[config.mk]
export PLATFORM = sky130hd
export DESIGN_NAME = fcr_flash_host
export DESIGN_NICKNAME = d
export VERILOG_FILES = /design/src/fcr_bus_cycle.sv /design/src/fcr_flash_host.sv
export SDC_FILE = /design/constraint.sdc
export NUM_CORES = 1
export LEC_CHECK = 0
export CAP_MARGIN = 20
export CORE_ASPECT_RATIO = 1.1
export CORE_MARGIN = 1.5
export CORE_UTILIZATION = 35
export CTS_BUF_LIST = sky130_fd_sc_hd__clkbuf_16
export DETAILED_ROUTE_END_ITERATION = 16
export DONT_BUFFER_PORTS = 1
export PLACE_DENSITY = 0.56
export SLEW_MARGIN = 20
export SYNTH_ARGS = -nofsm -noshare
export SYNTH_HDL_FRONTEND = slang
export SYNTH_SLANG_ARGS = --single-unit
[constraint.sdc]
create_clock -name sys_clk_in -period 3.3 [get_ports sys_clk_in]
set_input_delay 0.66 -clock sys_clk_in [delete_from_list [all_inputs] [get_ports sys_clk_in]]
set_output_delay 0.66 -clock sys_clk_in [all_outputs]
set_load 0.005 [all_outputs]
[src/fcr_bus_cycle.sv]
/*
 * holds the shared package of the flash command controller and the
 * single bus-cycle engine that drives one read or write cycle on the
 * flash pins.
 * assumes one 40 MHz clock, an asynchronous active-low reset, and flash
 * inputs that are already synchronous to that clock.
 */

package fcr_pkg;
   // ==========================================================
   // widths and timing
   localparam int ADDR_W     = 22;
   localparam int DATA_W     = 16;
   localparam int CLK_MHZ    = 40;
   localparam int T_WP_NS    = 35;   // write strobe low, least
   localparam int T_WPH_NS   = 30;   // strobe high / data hold, least
   localparam int T_ACC_NS   = 90;   // read access, least wait
   localparam logic [3:0] WP_CYC  = 4'((T_WP_NS * CLK_MHZ + 999) / 1000);
   localparam logic [3:0] WPH_CYC = 4'((T_WPH_NS * CLK_MHZ + 999) / 1000);
   localparam logic [3:0] ACC_CYC = 4'((T_ACC_NS * CLK_MHZ + 999) / 1000);

   // ==========================================================
   // command codes and unlock addresses (word / byte addressing)
   localparam logic [7:0] CMD_RESET   = 8'h00_F0;
   localparam logic [7:0] CMD_UNLOCK1 = 8'h00_AA;
   localparam logic [7:0] CMD_UNLOCK2 = 8'h00_55;
   localparam logic [7:0] CMD_AUTOSEL = 8'h00_90;
   localparam logic [7:0] CMD_QUERY   = 8'h00_98;
   localparam logic [7:0] CMD_SUSPEND = 8'h00_B0;
   localparam logic [7:0] CMD_RESUME  = 8'h00_30;
   localparam logic [ADDR_W-1:0] UNL1_W  = 22'h00_0555;
   localparam logic [ADDR_W-1:0] UNL1_B  = 22'h00_0AAA;
   localparam logic [ADDR_W-1:0] UNL2_W  = 22'h00_02AA;
   localparam logic [ADDR_W-1:0] UNL2_B  = 22'h00_0555;
   localparam logic [ADDR_W-1:0] QRY_W   = 22'h00_0055;
   localparam logic [ADDR_W-1:0] QRY_B   = 22'h00_00AA;
   localparam int TIMEOUT_BIT = 5;

   // ==========================================================
   // extended query table, word addresses base .. base+15
   localparam logic [ADDR_W-1:0] XQ_BASE_W = 22'h00_0040;
   localparam logic [ADDR_W-1:0] XQ_BASE_B = 22'h00_0080;
   localparam logic [4:0]        XQ_COUNT  = 5'h10;
   localparam logic [7:0] BOOT_BOTTOM = 8'h00_02;
   localparam logic [7:0] BOOT_TOP    = 8'h00_03;
   localparam logic [14:0][7:0] XQ_EXPECT = {
      8'h00_C5, 8'h00_B5,                     // accel_supply max / min, volt:tenth
      8'h00_00, 8'h00_00, 8'h00_00,           // page, burst, simultaneous
      8'h00_04, 8'h00_01,                     // protect scheme, temp unprotect
      8'h00_04, 8'h00_02, 8'h00_00,           // group size, suspend r/w, unlock+rev
      8'h00_31, 8'h00_31,                     // minor, major version
      8'h00_49, 8'h00_52, 8'h00_50};          // "PRI"

   // ==========================================================
   // types
   typedef enum logic [2:0] {
      OP_READ, OP_WRITE, OP_RESET, OP_AUTOSEL, OP_STATUS, OP_QUERY
   } fcr_op_t;
   typedef enum logic [2:0] {
      MODE_READ, MODE_ESR, MODE_AUTO, MODE_SEQ, MODE_EMBED
   } fcr_mode_t;
   typedef struct packed {
      fcr_op_t            op;
      logic [ADDR_W-1:0]  addr;
      logic [DATA_W-1:0]  data;
   } fcr_req_t;
   typedef struct packed {
      logic               wr;
      logic [ADDR_W-1:0]  addr;
      logic [DATA_W-1:0]  data;
      logic               last;
   } fcr_cyc_t;
   typedef struct packed {
      logic               ce_n;
      logic               we_n;
      logic               oe_n;
      logic [ADDR_W-1:0]  addr;
      logic [DATA_W-1:0]  dq;
      logic               dq_oe_n;
   } fcr_pins_t;
endpackage

module fcr_bus_cycle (
   // clock and reset
   input  wire logic                        sys_clk_in,
   input  wire logic                        rst_n_in,
   // cycle request
   input  wire logic                        start_in,
   input  wire fcr_pkg::fcr_cyc_t           cyc_in,
   output logic                             done_out,
   output logic [fcr_pkg::DATA_W-1:0]       rdata_out,
   // flash pins
   input  wire logic [fcr_pkg::DATA_W-1:0]  dq_in,
   output fcr_pkg::fcr_pins_t               pins_out
);
   typedef enum logic [1:0] {BC_IDLE, BC_SETUP, BC_ACTIVE, BC_RECOVER} fcr_bc_t;

   fcr_bc_t                       st_reg, st_next;
   logic [3:0]                    cnt_reg, cnt_next;
   logic                          wr_reg, wr_next;
   logic                          done_reg, done_next;
   logic [fcr_pkg::DATA_W-1:0]    rd_reg, rd_next;
   fcr_pkg::fcr_pins_t            pin_reg, pin_next;

   localparam fcr_pkg::fcr_pins_t PINS_IDLE = '{ce_n: 1'b1, we_n: 1'b1, oe_n: 1'b1,
      addr: '0, dq: '0, dq_oe_n: 1'b1};

   // ==========================================================
   // cycle sequencing: chip select first, then write strobe, so the
   // strobe edge is the later falling one; strobe and chip select rise on the same clock edge
   always_comb begin
      st_next   = st_reg;
      cnt_next  = cnt_reg;
      wr_next   = wr_reg;
      done_next = 1'b0;
      rd_next   = rd_reg;
      pin_next  = pin_reg;
      case (st_reg)
         BC_IDLE: begin
            if (start_in) begin
               wr_next          = cyc_in.wr;
               pin_next.ce_n    = 1'b0;
               pin_next.addr    = cyc_in.addr;
               pin_next.dq      = cyc_in.data;
               pin_next.dq_oe_n = ~cyc_in.wr;
               st_next          = BC_SETUP;
            end
         end
         BC_SETUP: begin
            pin_next.we_n = ~wr_reg;
            pin_next.oe_n = wr_reg;
            cnt_next      = wr_reg ? fcr_pkg::WP_CYC : fcr_pkg::ACC_CYC;
            st_next       = BC_ACTIVE;
         end
         BC_ACTIVE: begin
            cnt_next = cnt_reg - 4'h1;
            if (cnt_reg == 4'h1) begin
               if (!wr_reg) begin
                  rd_next = dq_in;
               end
               pin_next.we_n = 1'b1;
               pin_next.oe_n = 1'b1;
               pin_next.ce_n = 1'b1;
               cnt_next      = fcr_pkg::WPH_CYC;
               st_next       = BC_RECOVER;
            end
         end
         default: begin
            cnt_next = cnt_reg - 4'h1;
            if (cnt_reg == 4'h1) begin
               pin_next.dq_oe_n = 1'b1;
               done_next        = 1'b1;
               st_next          = BC_IDLE;
            end
         end
      endcase
   end

   always_ff @(posedge sys_clk_in or negedge rst_n_in) begin
      if (!rst_n_in) begin
         st_reg   <= BC_IDLE;
         cnt_reg  <= 4'h0;
         wr_reg   <= 1'b0;
         done_reg <= 1'b0;
         rd_reg   <= '0;
         pin_reg  <= PINS_IDLE;
      end else begin
         st_reg   <= st_next;
         cnt_reg  <= cnt_next;
         wr_reg   <= wr_next;
         done_reg <= done_next;
         rd_reg   <= rd_next;
         pin_reg  <= pin_next;
      end
   end

   assign done_out  = done_reg;
   assign rdata_out = rd_reg;
   assign pins_out  = pin_reg;

   AST_STROBE_EXCL: assert property (@(posedge sys_clk_in) disable iff (!rst_n_in)
      !(!pin_reg.we_n && !pin_reg.oe_n)) else $error("write and read strobes both low");
   AST_DATA_HOLD: assert property (@(posedge sys_clk_in) disable iff (!rst_n_in)
      $rose(pin_reg.we_n) |-> !pin_reg.dq_oe_n && $stable(pin_reg.dq))
      else $error("write data not held across strobe rise");
endmodule // fcr_bus_cycle

[src/fcr_flash_host.sv]
/*
 * host-side command controller for a parallel NOR flash: issues reset,
 * autoselect entry, raw command cycles, status polls and an extended
 * query check, and tracks which mode the flash is in.
 * assumes the flash ready line and data pins are synchronous to the
 * 40 MHz clock; the testbench resolves the data wire from dq_oe_n.
 */
module fcr_flash_host #(
   parameter bit TOP_BOOT = 1'b0
) (
   // clock and reset
   input  wire logic                        sys_clk_in,
   input  wire logic                        rst_n_in,
   // user request port
   input  wire logic                        req_valid_in,
   input  wire fcr_pkg::fcr_req_t           req_in,
   input  wire logic                        byte_mode_in,
   output logic                             busy_out,
   output logic                             done_out,
   output logic                             refused_out,
   output logic [fcr_pkg::DATA_W-1:0]       rdata_out,
   // tracked state
   output fcr_pkg::fcr_mode_t               mode_out,
   output logic                             suspended_out,
   output logic                             timeout_out,
   output logic                             query_ok_out,
   // flash pins
   input  wire logic [fcr_pkg::DATA_W-1:0]  dq_in,
   input  wire logic                        ready_in,
   output fcr_pkg::fcr_pins_t               pins_out,
   output logic                             byte_n_out
);
   typedef enum logic [1:0] {SQ_IDLE, SQ_ISSUE, SQ_WAIT} fcr_sq_t;

   fcr_sq_t                     sq_reg, sq_next;
   fcr_pkg::fcr_req_t           rq_reg, rq_next;
   logic [4:0]                  idx_reg, idx_next;
   fcr_pkg::fcr_mode_t          mode_reg, mode_next;
   logic                        susp_reg, susp_next;
   logic                        tmo_reg, tmo_next;
   logic                        qok_reg, qok_next;
   logic                        busy_reg, busy_next;
   logic                        done_reg, done_next;
   logic                        ref_reg, ref_next;
   logic                        byte_reg, byte_next;
   logic [fcr_pkg::DATA_W-1:0]  rd_reg, rd_next;
   logic                        start;
   logic                        bc_done;
   logic [fcr_pkg::DATA_W-1:0]  bc_rdata;
   fcr_pkg::fcr_cyc_t           cyc;

   // ==========================================================
   // expected extended-query byte for entry i
   function automatic logic [7:0] xq_expect(input logic [3:0] i);
      if (i == 4'hF) begin
         xq_expect = TOP_BOOT ? fcr_pkg::BOOT_TOP : fcr_pkg::BOOT_BOTTOM;
      end else begin
         xq_expect = fcr_pkg::XQ_EXPECT[i];
      end
   endfunction

   function automatic logic [fcr_pkg::ADDR_W-1:0] unl(input logic b, input logic second);
      if (second) begin
         unl = b ? fcr_pkg::UNL2_B : fcr_pkg::UNL2_W;
      end else begin
         unl = b ? fcr_pkg::UNL1_B : fcr_pkg::UNL1_W;
      end
   endfunction

   // ==========================================================
   // cycle i of the current operation
   function automatic fcr_pkg::fcr_cyc_t seq_cycle(input fcr_pkg::fcr_req_t r,
                                                   input logic [4:0] i, input logic b);
      fcr_pkg::fcr_cyc_t c;
      c = '{wr: 1'b1, addr: r.addr, data: r.data, last: 1'b1};
      case (r.op)
         fcr_pkg::OP_READ, fcr_pkg::OP_STATUS: begin
            c.wr = 1'b0;
         end
         fcr_pkg::OP_RESET: begin
            c.data = {8'h00, fcr_pkg::CMD_RESET};
         end
         fcr_pkg::OP_AUTOSEL: begin
            c.last = (i == 5'd2);
            c.addr = unl(b, i == 5'd1);
            c.data = {8'h00, (i == 5'd0) ? fcr_pkg::CMD_UNLOCK1 :
                      (i == 5'd1) ? fcr_pkg::CMD_UNLOCK2 : fcr_pkg::CMD_AUTOSEL};
         end
         fcr_pkg::OP_QUERY: begin
            c.last = (i == fcr_pkg::XQ_COUNT + 5'd1);
            if (i == 5'd0) begin
               c.addr = b ? fcr_pkg::QRY_B : fcr_pkg::QRY_W;
               c.data = {8'h00, fcr_pkg::CMD_QUERY};
            end else if (c.last) begin
               c.data = {8'h00, fcr_pkg::CMD_RESET};
            end else begin
               c.wr   = 1'b0;
               c.addr = b ? fcr_pkg::XQ_BASE_B + {i - 5'd1, 1'b0}
                          : fcr_pkg::XQ_BASE_W + (i - 5'd1);
            end
         end
         default: begin
         end
      endcase
      return c;
   endfunction

   assign cyc   = seq_cycle(rq_reg, idx_reg, byte_reg);
   assign start = (sq_reg == SQ_ISSUE);

   fcr_bus_cycle u_bus (
      .sys_clk_in (sys_clk_in),
      .rst_n_in   (rst_n_in),
      .start_in   (start),
      .cyc_in     (cyc),
      .done_out   (bc_done),
      .rdata_out  (bc_rdata),
      .dq_in      (dq_in),
      .pins_out   (pins_out)
   );

   // ==========================================================
   // request acceptance, sequencing and mode tracking
   always_comb begin
      sq_next   = sq_reg;
      rq_next   = rq_reg;
      idx_next  = idx_reg;
      mode_next = mode_reg;
      susp_next = susp_reg;
      tmo_next  = tmo_reg;
      qok_next  = qok_reg;
      busy_next = busy_reg;
      done_next = 1'b0;
      ref_next  = 1'b0;
      byte_next = byte_reg;
      rd_next   = rd_reg;
      if (mode_reg == fcr_pkg::MODE_EMBED && ready_in) begin
         mode_next = susp_reg ? fcr_pkg::MODE_ESR : fcr_pkg::MODE_READ;
      end
      case (sq_reg)
         SQ_IDLE: begin
            if (req_valid_in) begin
               if ((req_in.op == fcr_pkg::OP_RESET && !ready_in && !tmo_reg) ||
                   (req_in.op == fcr_pkg::OP_AUTOSEL &&
                    (!ready_in || (mode_reg != fcr_pkg::MODE_READ &&
                                   mode_reg != fcr_pkg::MODE_ESR)))) begin
                  ref_next = 1'b1;
               end else begin
                  rq_next   = req_in;
                  idx_next  = 5'd0;
                  byte_next = byte_mode_in;
                  busy_next = 1'b1;
                  qok_next  = (req_in.op == fcr_pkg::OP_QUERY) ? 1'b1 : qok_reg;
                  sq_next   = SQ_ISSUE;
               end
            end
         end
         SQ_ISSUE: begin
            sq_next = SQ_WAIT;
         end
         default: begin
            if (bc_done) begin
               if (!cyc.wr) begin
                  rd_next = bc_rdata;
               end
               if (rq_reg.op == fcr_pkg::OP_QUERY && !cyc.wr &&
                   bc_rdata[7:0] != xq_expect(4'(idx_reg - 5'd1))) begin
                  qok_next = 1'b0;
               end
               if (cyc.last) begin
                  sq_next   = SQ_IDLE;
                  busy_next = 1'b0;
                  done_next = 1'b1;
                  case (rq_reg.op)
                     fcr_pkg::OP_RESET, fcr_pkg::OP_QUERY: begin
                        mode_next = susp_reg ? fcr_pkg::MODE_ESR
                                             : fcr_pkg::MODE_READ;
                        tmo_next  = 1'b0;
                     end
                     fcr_pkg::OP_AUTOSEL: begin
                        mode_next = fcr_pkg::MODE_AUTO;
                     end
                     fcr_pkg::OP_WRITE: begin
                        if (rq_reg.data[7:0] == fcr_pkg::CMD_SUSPEND) begin
                           susp_next = 1'b1;
                           mode_next = fcr_pkg::MODE_ESR;
                        end else if (rq_reg.data[7:0] == fcr_pkg::CMD_RESUME) begin
                           susp_next = 1'b0;
                           mode_next = fcr_pkg::MODE_EMBED;
                        end else if (mode_reg != fcr_pkg::MODE_AUTO) begin
                           mode_next = fcr_pkg::MODE_SEQ;
                        end
                     end
                     fcr_pkg::OP_STATUS: begin
                        if (!ready_in) begin
                           mode_next = fcr_pkg::MODE_EMBED;
                        end
                        if (!ready_in && bc_rdata[fcr_pkg::TIMEOUT_BIT]) begin
                           tmo_next      = 1'b1;
                           rq_next.op    = fcr_pkg::OP_RESET;
                           busy_next     = 1'b1;
                           done_next     = 1'b0;
                           sq_next       = SQ_ISSUE;
                        end
                     end
                     default: begin
                     end
                  endcase
               end else begin
                  idx_next = idx_reg + 5'd1;
                  sq_next  = SQ_ISSUE;
               end
            end
         end
      endcase
   end

   always_ff @(posedge sys_clk_in or negedge rst_n_in) begin
      if (!rst_n_in) begin
         sq_reg   <= SQ_IDLE;
         rq_reg   <= '0;
         idx_reg  <= 5'd0;
         mode_reg <= fcr_pkg::MODE_READ;
         susp_reg <= 1'b0;
         tmo_reg  <= 1'b0;
         qok_reg  <= 1'b0;
         busy_reg <= 1'b0;
         done_reg <= 1'b0;
         ref_reg  <= 1'b0;
         byte_reg <= 1'b0;
         rd_reg   <= '0;
      end else begin
         sq_reg   <= sq_next;
         rq_reg   <= rq_next;
         idx_reg  <= idx_next;
         mode_reg <= mode_next;
         susp_reg <= susp_next;
         tmo_reg  <= tmo_next;
         qok_reg  <= qok_next;
         busy_reg <= busy_next;
         done_reg <= done_next;
         ref_reg  <= ref_next;
         byte_reg <= byte_next;
         rd_reg   <= rd_next;
      end
   end

   assign busy_out      = busy_reg;
   assign done_out      = done_reg;
   assign refused_out   = ref_reg;
   assign rdata_out     = rd_reg;
   assign mode_out      = mode_reg;
   assign suspended_out = susp_reg;
   assign timeout_out   = tmo_reg;
   assign query_ok_out  = qok_reg;
   assign byte_n_out    = ~byte_reg;

   // ==========================================================
   // checks
   AST_RESET_REFUSED: assert property (@(posedge sys_clk_in) disable iff (!rst_n_in)
      sq_reg == SQ_IDLE && req_valid_in && req_in.op == fcr_pkg::OP_RESET && !ready_in
      && !tmo_reg |=> ref_reg && sq_reg == SQ_IDLE) else $error("reset taken while busy");
   AST_AUTOSEL_REFUSED: assert property (@(posedge sys_clk_in) disable iff (!rst_n_in)
      sq_reg == SQ_IDLE && req_valid_in && req_in.op == fcr_pkg::OP_AUTOSEL
      && mode_reg == fcr_pkg::MODE_SEQ |=> ref_reg) else $error("autoselect from bad mode");
   AST_RESET_MODE: assert property (@(posedge sys_clk_in) disable iff (!rst_n_in)
      done_reg && rq_reg.op == fcr_pkg::OP_RESET |->
      mode_reg == (susp_reg ? fcr_pkg::MODE_ESR : fcr_pkg::MODE_READ))
      else $error("reset left wrong mode");
   AST_AUTO_HOLD: assert property (@(posedge sys_clk_in) disable iff (!rst_n_in)
      mode_reg == fcr_pkg::MODE_AUTO && !$rose(done_reg) ##1 !done_reg
      |-> mode_reg == fcr_pkg::MODE_AUTO) else $error("autoselect left without reset");
   AST_AUTOSEL_CYCLES: assert property (@(posedge sys_clk_in) disable iff (!rst_n_in)
      $rose(mode_reg == fcr_pkg::MODE_AUTO) |-> $past(rq_reg.op) == fcr_pkg::OP_AUTOSEL
      && $past(idx_reg) == 5'd2) else $error("autoselect entered early");
   AST_SUSPEND_SET: assert property (@(posedge sys_clk_in) disable iff (!rst_n_in)
      $rose(susp_reg) |-> mode_reg == fcr_pkg::MODE_ESR && rq_reg.op == fcr_pkg::OP_WRITE)
      else $error("suspend flag without suspend mode");
   AST_TIMEOUT_RESET: assert property (@(posedge sys_clk_in) disable iff (!rst_n_in)
      $rose(tmo_reg) |-> ##[1:12] (!pins_out.we_n && pins_out.dq[7:0] == fcr_pkg::CMD_RESET))
      else $error("no reset write after timeout");
   AST_QUERY_ADDR: assert property (@(posedge sys_clk_in) disable iff (!rst_n_in)
      start && rq_reg.op == fcr_pkg::OP_QUERY && !cyc.wr && !byte_reg |->
      cyc.addr == fcr_pkg::XQ_BASE_W + (idx_reg - 5'd1)) else $error("query address wrong");
endmodule // fcr_flash_host

**Yosys cells after proc, flatten, opt, wreduce, memory -nomap -nowiden**

Memories as Yosys holds them, arrays and structs flattened.
Cells that the tools add are included.

- $add $sub $neg: 6
- $lt $le $gt $ge: 1
- Equality and inequality tests: 29
- Muxes and demuxes: 89
- Bitwise logic cells: 7
- Reductions and logical operators: 50

Operators with widths:

| cell | count |
|---|---|
| 41-bit 2-to-1 mux | 2 |
| 8-bit 2-to-1 mux | 7 |
| 16-bit one-hot mux with 3 select lines | 1 |
| 22-bit one-hot mux with 2 select lines | 1 |
| 3-bit 2-to-1 mux | 14 |
| 38-bit 2-to-1 mux | 1 |
| 1-bit 2-to-1 mux | 32 |
| 12-bit 2-to-1 mux | 2 |
| 23-bit 2-to-1 mux | 1 |
| 22-bit 2-to-1 mux | 1 |
| 3-bit AND reduction | 7 |
| 5-bit 2-to-1 mux | 4 |
| 5-bit AND reduction | 4 |
| 2-bit nonzero test | 10 |
| 8-bit by 6-bit adder with 9-bit output, first input constant | 2 |
| 16-bit 2-to-1 mux | 1 |
| 1-bit one-hot mux with 2 select lines | 7 |
| 3-bit by 2-bit == test with 1-bit output, second input constant | 4 |
| 3-bit == test, second input constant | 4 |
| 2-bit 2-to-1 mux | 6 |
| 3-bit one-hot mux with 4 select lines | 1 |
| 4-bit one-hot mux with 3 select lines | 1 |
| 11-bit 2-to-1 mux | 1 |
| 2-bit != test, second input constant | 5 |
| other kinds (37) | 63 |

- Flip-flop bits (word level): 140
- ROM bits: 128
- Bits of input ports: 62
- Logic and storage cells: 208
- Memories: 1

Memories:

| name | depth | bits a word | read ports | clocked after Yosys merged registers in | write ports | line | text |
|---|---|---|---|---|---|---|---|
| (name not given) | 16 | 8 | 1 | 0 | 0 | fcr_flash_host.sv:58 | `xq_expect = fcr_pkg::XQ_EXPECT[i];` |

**Longest topological paths before layout**

- Word-level depth: 12
- Mapped depth: 13

**Modules after synthesis**

A second synthesis with hierarchy kept.

- Cells, all modules: 615
- Area, all modules: 7188.1 µm²

By module, submodules not included:

| module | times used | cells each | area each (µm²) | seq. area each (µm²) |
|---|---|---|---|---|
| fcr_flash_host | 1 | 429 | 4435.5 | 1851.8 |
| fcr_bus_cycle | 1 | 186 | 2752.6 | 1656.6 |

**Worst setup path before layout**

Ideal clock, no wire load.

- Path kind: register -> register
- From: register idx_reg[0]
- To: register rd_reg, in the netlist rdata_out[0]
- Setup time: 0.125 ns
- Arrival time: 2.748 ns
- Data required time: 3.175 ns
- Setup slack: 0.427 ns
- Cell stages (with the launch flop): 14
- Path buffers: 5
- Period minus slack after synthesis: 2.873 ns
- Path through: dfrtp_1 > clkbuf_1 > inv_1 > ha_1 > buf_2 > mux2i_1 > nand2b_1 > buf_4 > nand2_1 > a21oi_1 > nor2b_1 > buf_2 > buf_2 > mux2_2

- Word-level cells in the longest chain between the ends: 6
- Elaborated cells on any way between the ends: 7

Ends and longest elaborated chain:

| element | line | text |
|---|---|---|
| from (decl) | fcr_flash_host.sv:37 | `logic [4:0] idx_reg, idx_next;` |
| from (signal assigned) | fcr_flash_host.sv:235 | `idx_reg <= idx_next;` |
| 5-bit == test | fcr_flash_host.sv:90 | `c.last = (i == fcr_pkg::XQ_COUNT + 5'd1);` |
| 23-bit 2-to-1 mux | fcr_flash_host.sv:94 | `end else if (c.last) begin` |
| 1-bit 2-to-1 mux * | fcr_flash_host.sv:91 | `if (i == 5'd0) begin` |
| 1-bit one-hot mux with 2 select lines * | fcr_flash_host.sv:76 | `case (r.op)` |
| 1-bit NOT (no line) * | - |  |
| 3-bit AND reduction (no line) * | - |  |
| to (signal assigned) | fcr_flash_host.sv:244 | `rd_reg <= rd_next;` |
| to (decl) | fcr_flash_host.sv:46 | `logic [fcr_pkg::DATA_W-1:0] rd_reg, rd_next;` |

Mark *: on every way between the ends. The rest lies on a longest branch, timed or not.
A chain may end at the register's enable or synchronous reset.

**Worst setup path in the final report**

- From: register idx_reg[1]
- To: register qok_reg, in the netlist query_ok_out

- Word-level cells in the longest chain between the ends: 10
- Elaborated cells on any way between the ends: 18

Ends and longest elaborated chain:

| element | line | text |
|---|---|---|
| 5-bit by 1-bit subtractor with 5-bit output | fcr_flash_host.sv:167 | `bc_rdata[7:0] != xq_expect(4'(idx_reg - 5'd1))) begin` |
| memory 16 x 8 bit | - |  |
| 8-bit 2-to-1 mux (not written as such) | fcr_flash_host.sv:58 |  |
| 8-bit 2-to-1 mux | fcr_flash_host.sv:55 | `if (i == 4'hF) begin` |
| 8-bit 2-to-1 mux | fcr_flash_host.sv:162 | `if (bc_done) begin` |
| 8-bit 2-to-1 mux | fcr_flash_host.sv:140 | `case (sq_reg)` |
| 8-bit != test | fcr_flash_host.sv:167 |  |
| 1-bit logical AND * | fcr_flash_host.sv:166 | `if (rq_reg.op == fcr_pkg::OP_QUERY && !cyc.wr &&` |
| 2-bit nonzero test (no line) * | - |  |
| 6-bit AND reduction (no line) * | - |  |
| to (signal assigned) | fcr_flash_host.sv:239 | `qok_reg <= qok_next;` |
| to (decl) | fcr_flash_host.sv:41 | `logic qok_reg, qok_next;` |

Mark *: on every way between the ends. The rest lies on a longest branch, timed or not. The select of a mux whose other input is x is not followed.

==> out/metrics.yaml <==
run_status:
  status: "complete, but fails checks"
  failed_checks: "negative hold slack"
setup_path:
  cp-start-kind: "flip-flop"
  arrival_ns: 3.35
  worstPathRequired_ns: 3.61
  r2r-start: "idx_reg[1]"
  critPathMaxFanout: 19
  worstSetupPathType: "reg2reg"
  crit-reg2reg-capture: "query_ok_out"
  rrSetupSlack_ns: 0.26
  reg2regPathDepth: 8
  end_kind: "flip-flop"
logic_synthesis:
  synth_top_family_by_area: "simple AND/OR/NAND/NOR gates"
  yosys.area_share.xor_xnor_pct: 1.91
  synth_mux_area_share_pct: 12.2
  synth-simple-area-share_pct: 14.3
  ys.flop_type: "dfrtp_1"
  synth_compound_area_share_pct: 13.7
  yosysSeqAreaShare_pct: 51.0
  synthTopCellsByArea: "dfrtp_1, mux2_2, nand2_1"
  synth_top_area_share_pct: 49.5
  yosys_register_bits: 140
  syn_inst: 665
  synth.cell_area_um2: 6880
  avgSynthCellArea_um2: 10.3
  async_flop_share_pct: 100
  ys_types: 71
  syn_nets: 741
  yosys_warnings: 0
  synth.largest_area_cell: "dfrtp_1"
  synth-edff-count: 0
  synthAdderAreaFrac_pct: 2.55
sta:
  max_slew.worst_pin.slew_ns: 0.835
  hold_violations: 136
  fmax_mhz: 328
  slew_headroom_pct: 44.2
  fin_crit_ns: 3.04
  setup_tns_ns: 0
  rsz0062_at_grt: "no"
  drv_slew: 0
  whs_ns: -0.0620
  finalSetupViolCount: 0
  fin_crit_sh_pct: 92.3
  skew_ns: 0.0100
  worst_slack_ns: 0.256
clock_network:
  cts-buffers-inserted: 17
  cts_root_buffer: "clkbuf_16"
  cts_sinks: 140
  cts_tree: "done"
  clk_latency_ns: 0.42
  path_clk_slew_ns: 0.06
  post_cts_buffers: 0
  cts_max_level: 4
  clock_path_buffers: 2
  cts_resized: 0
layout:
  final_layout_size_suffix_gt1_share_pct: 19.5
  fill_cells: 1806
  largest_reg_flops: 42
  fin_area_um2: 7660
  final_cells: 913
  antennaDiodeCount: 0
  nets: 729
  area_delta_synth_final_pct: 11.3
place:
  routabilityCongestion: 0.921
  hpwl_mm: 12.1
  placed_cell_area_um2: 7090
  port_buffers: 0
  place_ws_ns: 0.311
  dp_cells: 881
global_routing:
  grt_pass1_vias: 4960
  grt_max_degree: 141
  busiest_layer: "met2"
  grt_overflow: 0
  grt_usage_pct: 16.8
  grt.met2_usage_pct: 29.3
  grt_pass1_wl_mm: 26.4
  grtUsageMet1_pct: 19.6
  use_met3_pct: 4.78
  antenna_found_initial: 0
die:
  ios: 130
  die_height_um: 150
  die_x_um: 137
  core_um2: 19200
  start_util_pct: 35.9
  die_area_um2: 20500
  row_count: 53
power_and_ir_drop:
  leakagePower_nw: 3.35
  powerDensity_nw_per_um2: 1090
  vdd_drop_max_mv: 0.369
  power_mw: 8.32
routing:
  drt-total-wl_mm: 17.0
  vias: 4953
  firstDrtPassIters: 5
  ant_nets: 0
  viasPerCell: 5.42
  drc: 0
  drt_iter0_markers: 424
  wl_per_cell_um: 18.6
worst_hold_path:
  worstHoldPathType: "in2async"
run:
  maxCapViolCount: 0
## per-layer routing
metal,vias to the layer above,share of wire [%]
met4,0,1.6
met5,-,0
met2,127,53
li1,2311,-
met3,23,5.3
met1,2492,40
## logic make-up (layout without fill, tap and decap cells)
kind of cell,count (synthesis),after routing
xor+xnor,15,15
flops,140,140
simple gates,214,214
mux,75,75
fa+ha+maj,14,14
compound gates,141,141
buf+inv,66,67
## layout make-up
type	instances	area, um^2	share of cell area [%]
clock buffers	17	425	5.55
inverters	21	78.8	1.03
repair buffers	14	105	1.37
well taps	247	309	4.03
clock inverters	15	149	1.94
multi-input cells	459	3080	40.3
flip-flops and latches	140	3510	45.8
## how the worst max path moves through the flow
stage | startpoint | to | slack (ns) | depth (start not counted)
floorplan | idx_reg[0] | rdata_out[0] | 0.43 | 13
global placement | idx_reg[1] | query_ok_out | 0.48 | 8
detailed placement | idx_reg[1] | query_ok_out | 0.31 | 8
CTS | idx_reg[1] | query_ok_out | 0.28 | 8
global route | idx_reg[1] | query_ok_out | 0.03 | 8
finish | idx_reg[1] | query_ok_out | 0.26 | 8
## stage by stage
stage,hold WS [ns],util [%]
6_report,-0.0620,40.0
5_1_grt,-0.0926,40.0
4_1_cts,-0.0799,40.0
3_5_place_dp,0.368,37.0
3_3_place_gp,0.368,37.0
2_1_floorplan,0.364,-
## critical path, cell delays in order, from the launching register on
cell and delay, ns:
dfrtp_1 0.51, inv_1 0.20, ha_1 0.60, xnor2_1 0.21, a2111oi_2 0.50, xnor2_1 0.20, o2111a_1 0.24, nand4_1 0.12
o41ai_2 0.35
## power by group
part	leakage, nW	internal, mW	switching [mW]
clock network	0.278	1.11	0.751
registers	1.75	2.51	0.773
logic	1.32	1.42	1.76
total	3.35	5.04	3.28
## synth_stat cells, drive strengths merged (3+ instances only)
cell / n
xnor2: 7
a2111oi: 3
o221ai: 4
and3: 5
xor2: 8
o21a: 4
o22ai: 6
mux2i: 6
nand2b: 6
o21bai: 3
nand4: 6
nand3: 16
a31oi: 9
dfrtp: 136
a211oi: 3
inv: 21
nand2: 82
o21ai: 35
buf: 14
a21oi: 35
nor3: 13
clkbuf: 31
nor3b: 3
nor2b: 9
o31ai: 4
o22a: 3
and2: 4
mux2: 69
ha: 14
nor2: 57
dfstp: 4
## layout by cell type, fill, tap and decap left out, types with 4 or more instances in the layout
cell        instances
dfrtp_1           136
nand2_1            82
mux2_2             69
nor2_1             57
a21oi_1            34
o21ai_0            34
inv_1              24
clkbuf_16          17
nand3_1            16
ha_1               14
buf_4              14
nor3_1             13
a31oi_1             9
xor2_1              8
nor2b_1             8
xnor2_1             7
nand4_1             6
mux2i_1             6
o22ai_1             6
nand2b_1            6
and3_1              5
o221ai_1            4
o21a_1              4
clkinvlp_4          4
dfstp_2             4
Note: power is estimated with default switching activity, not from simulation.
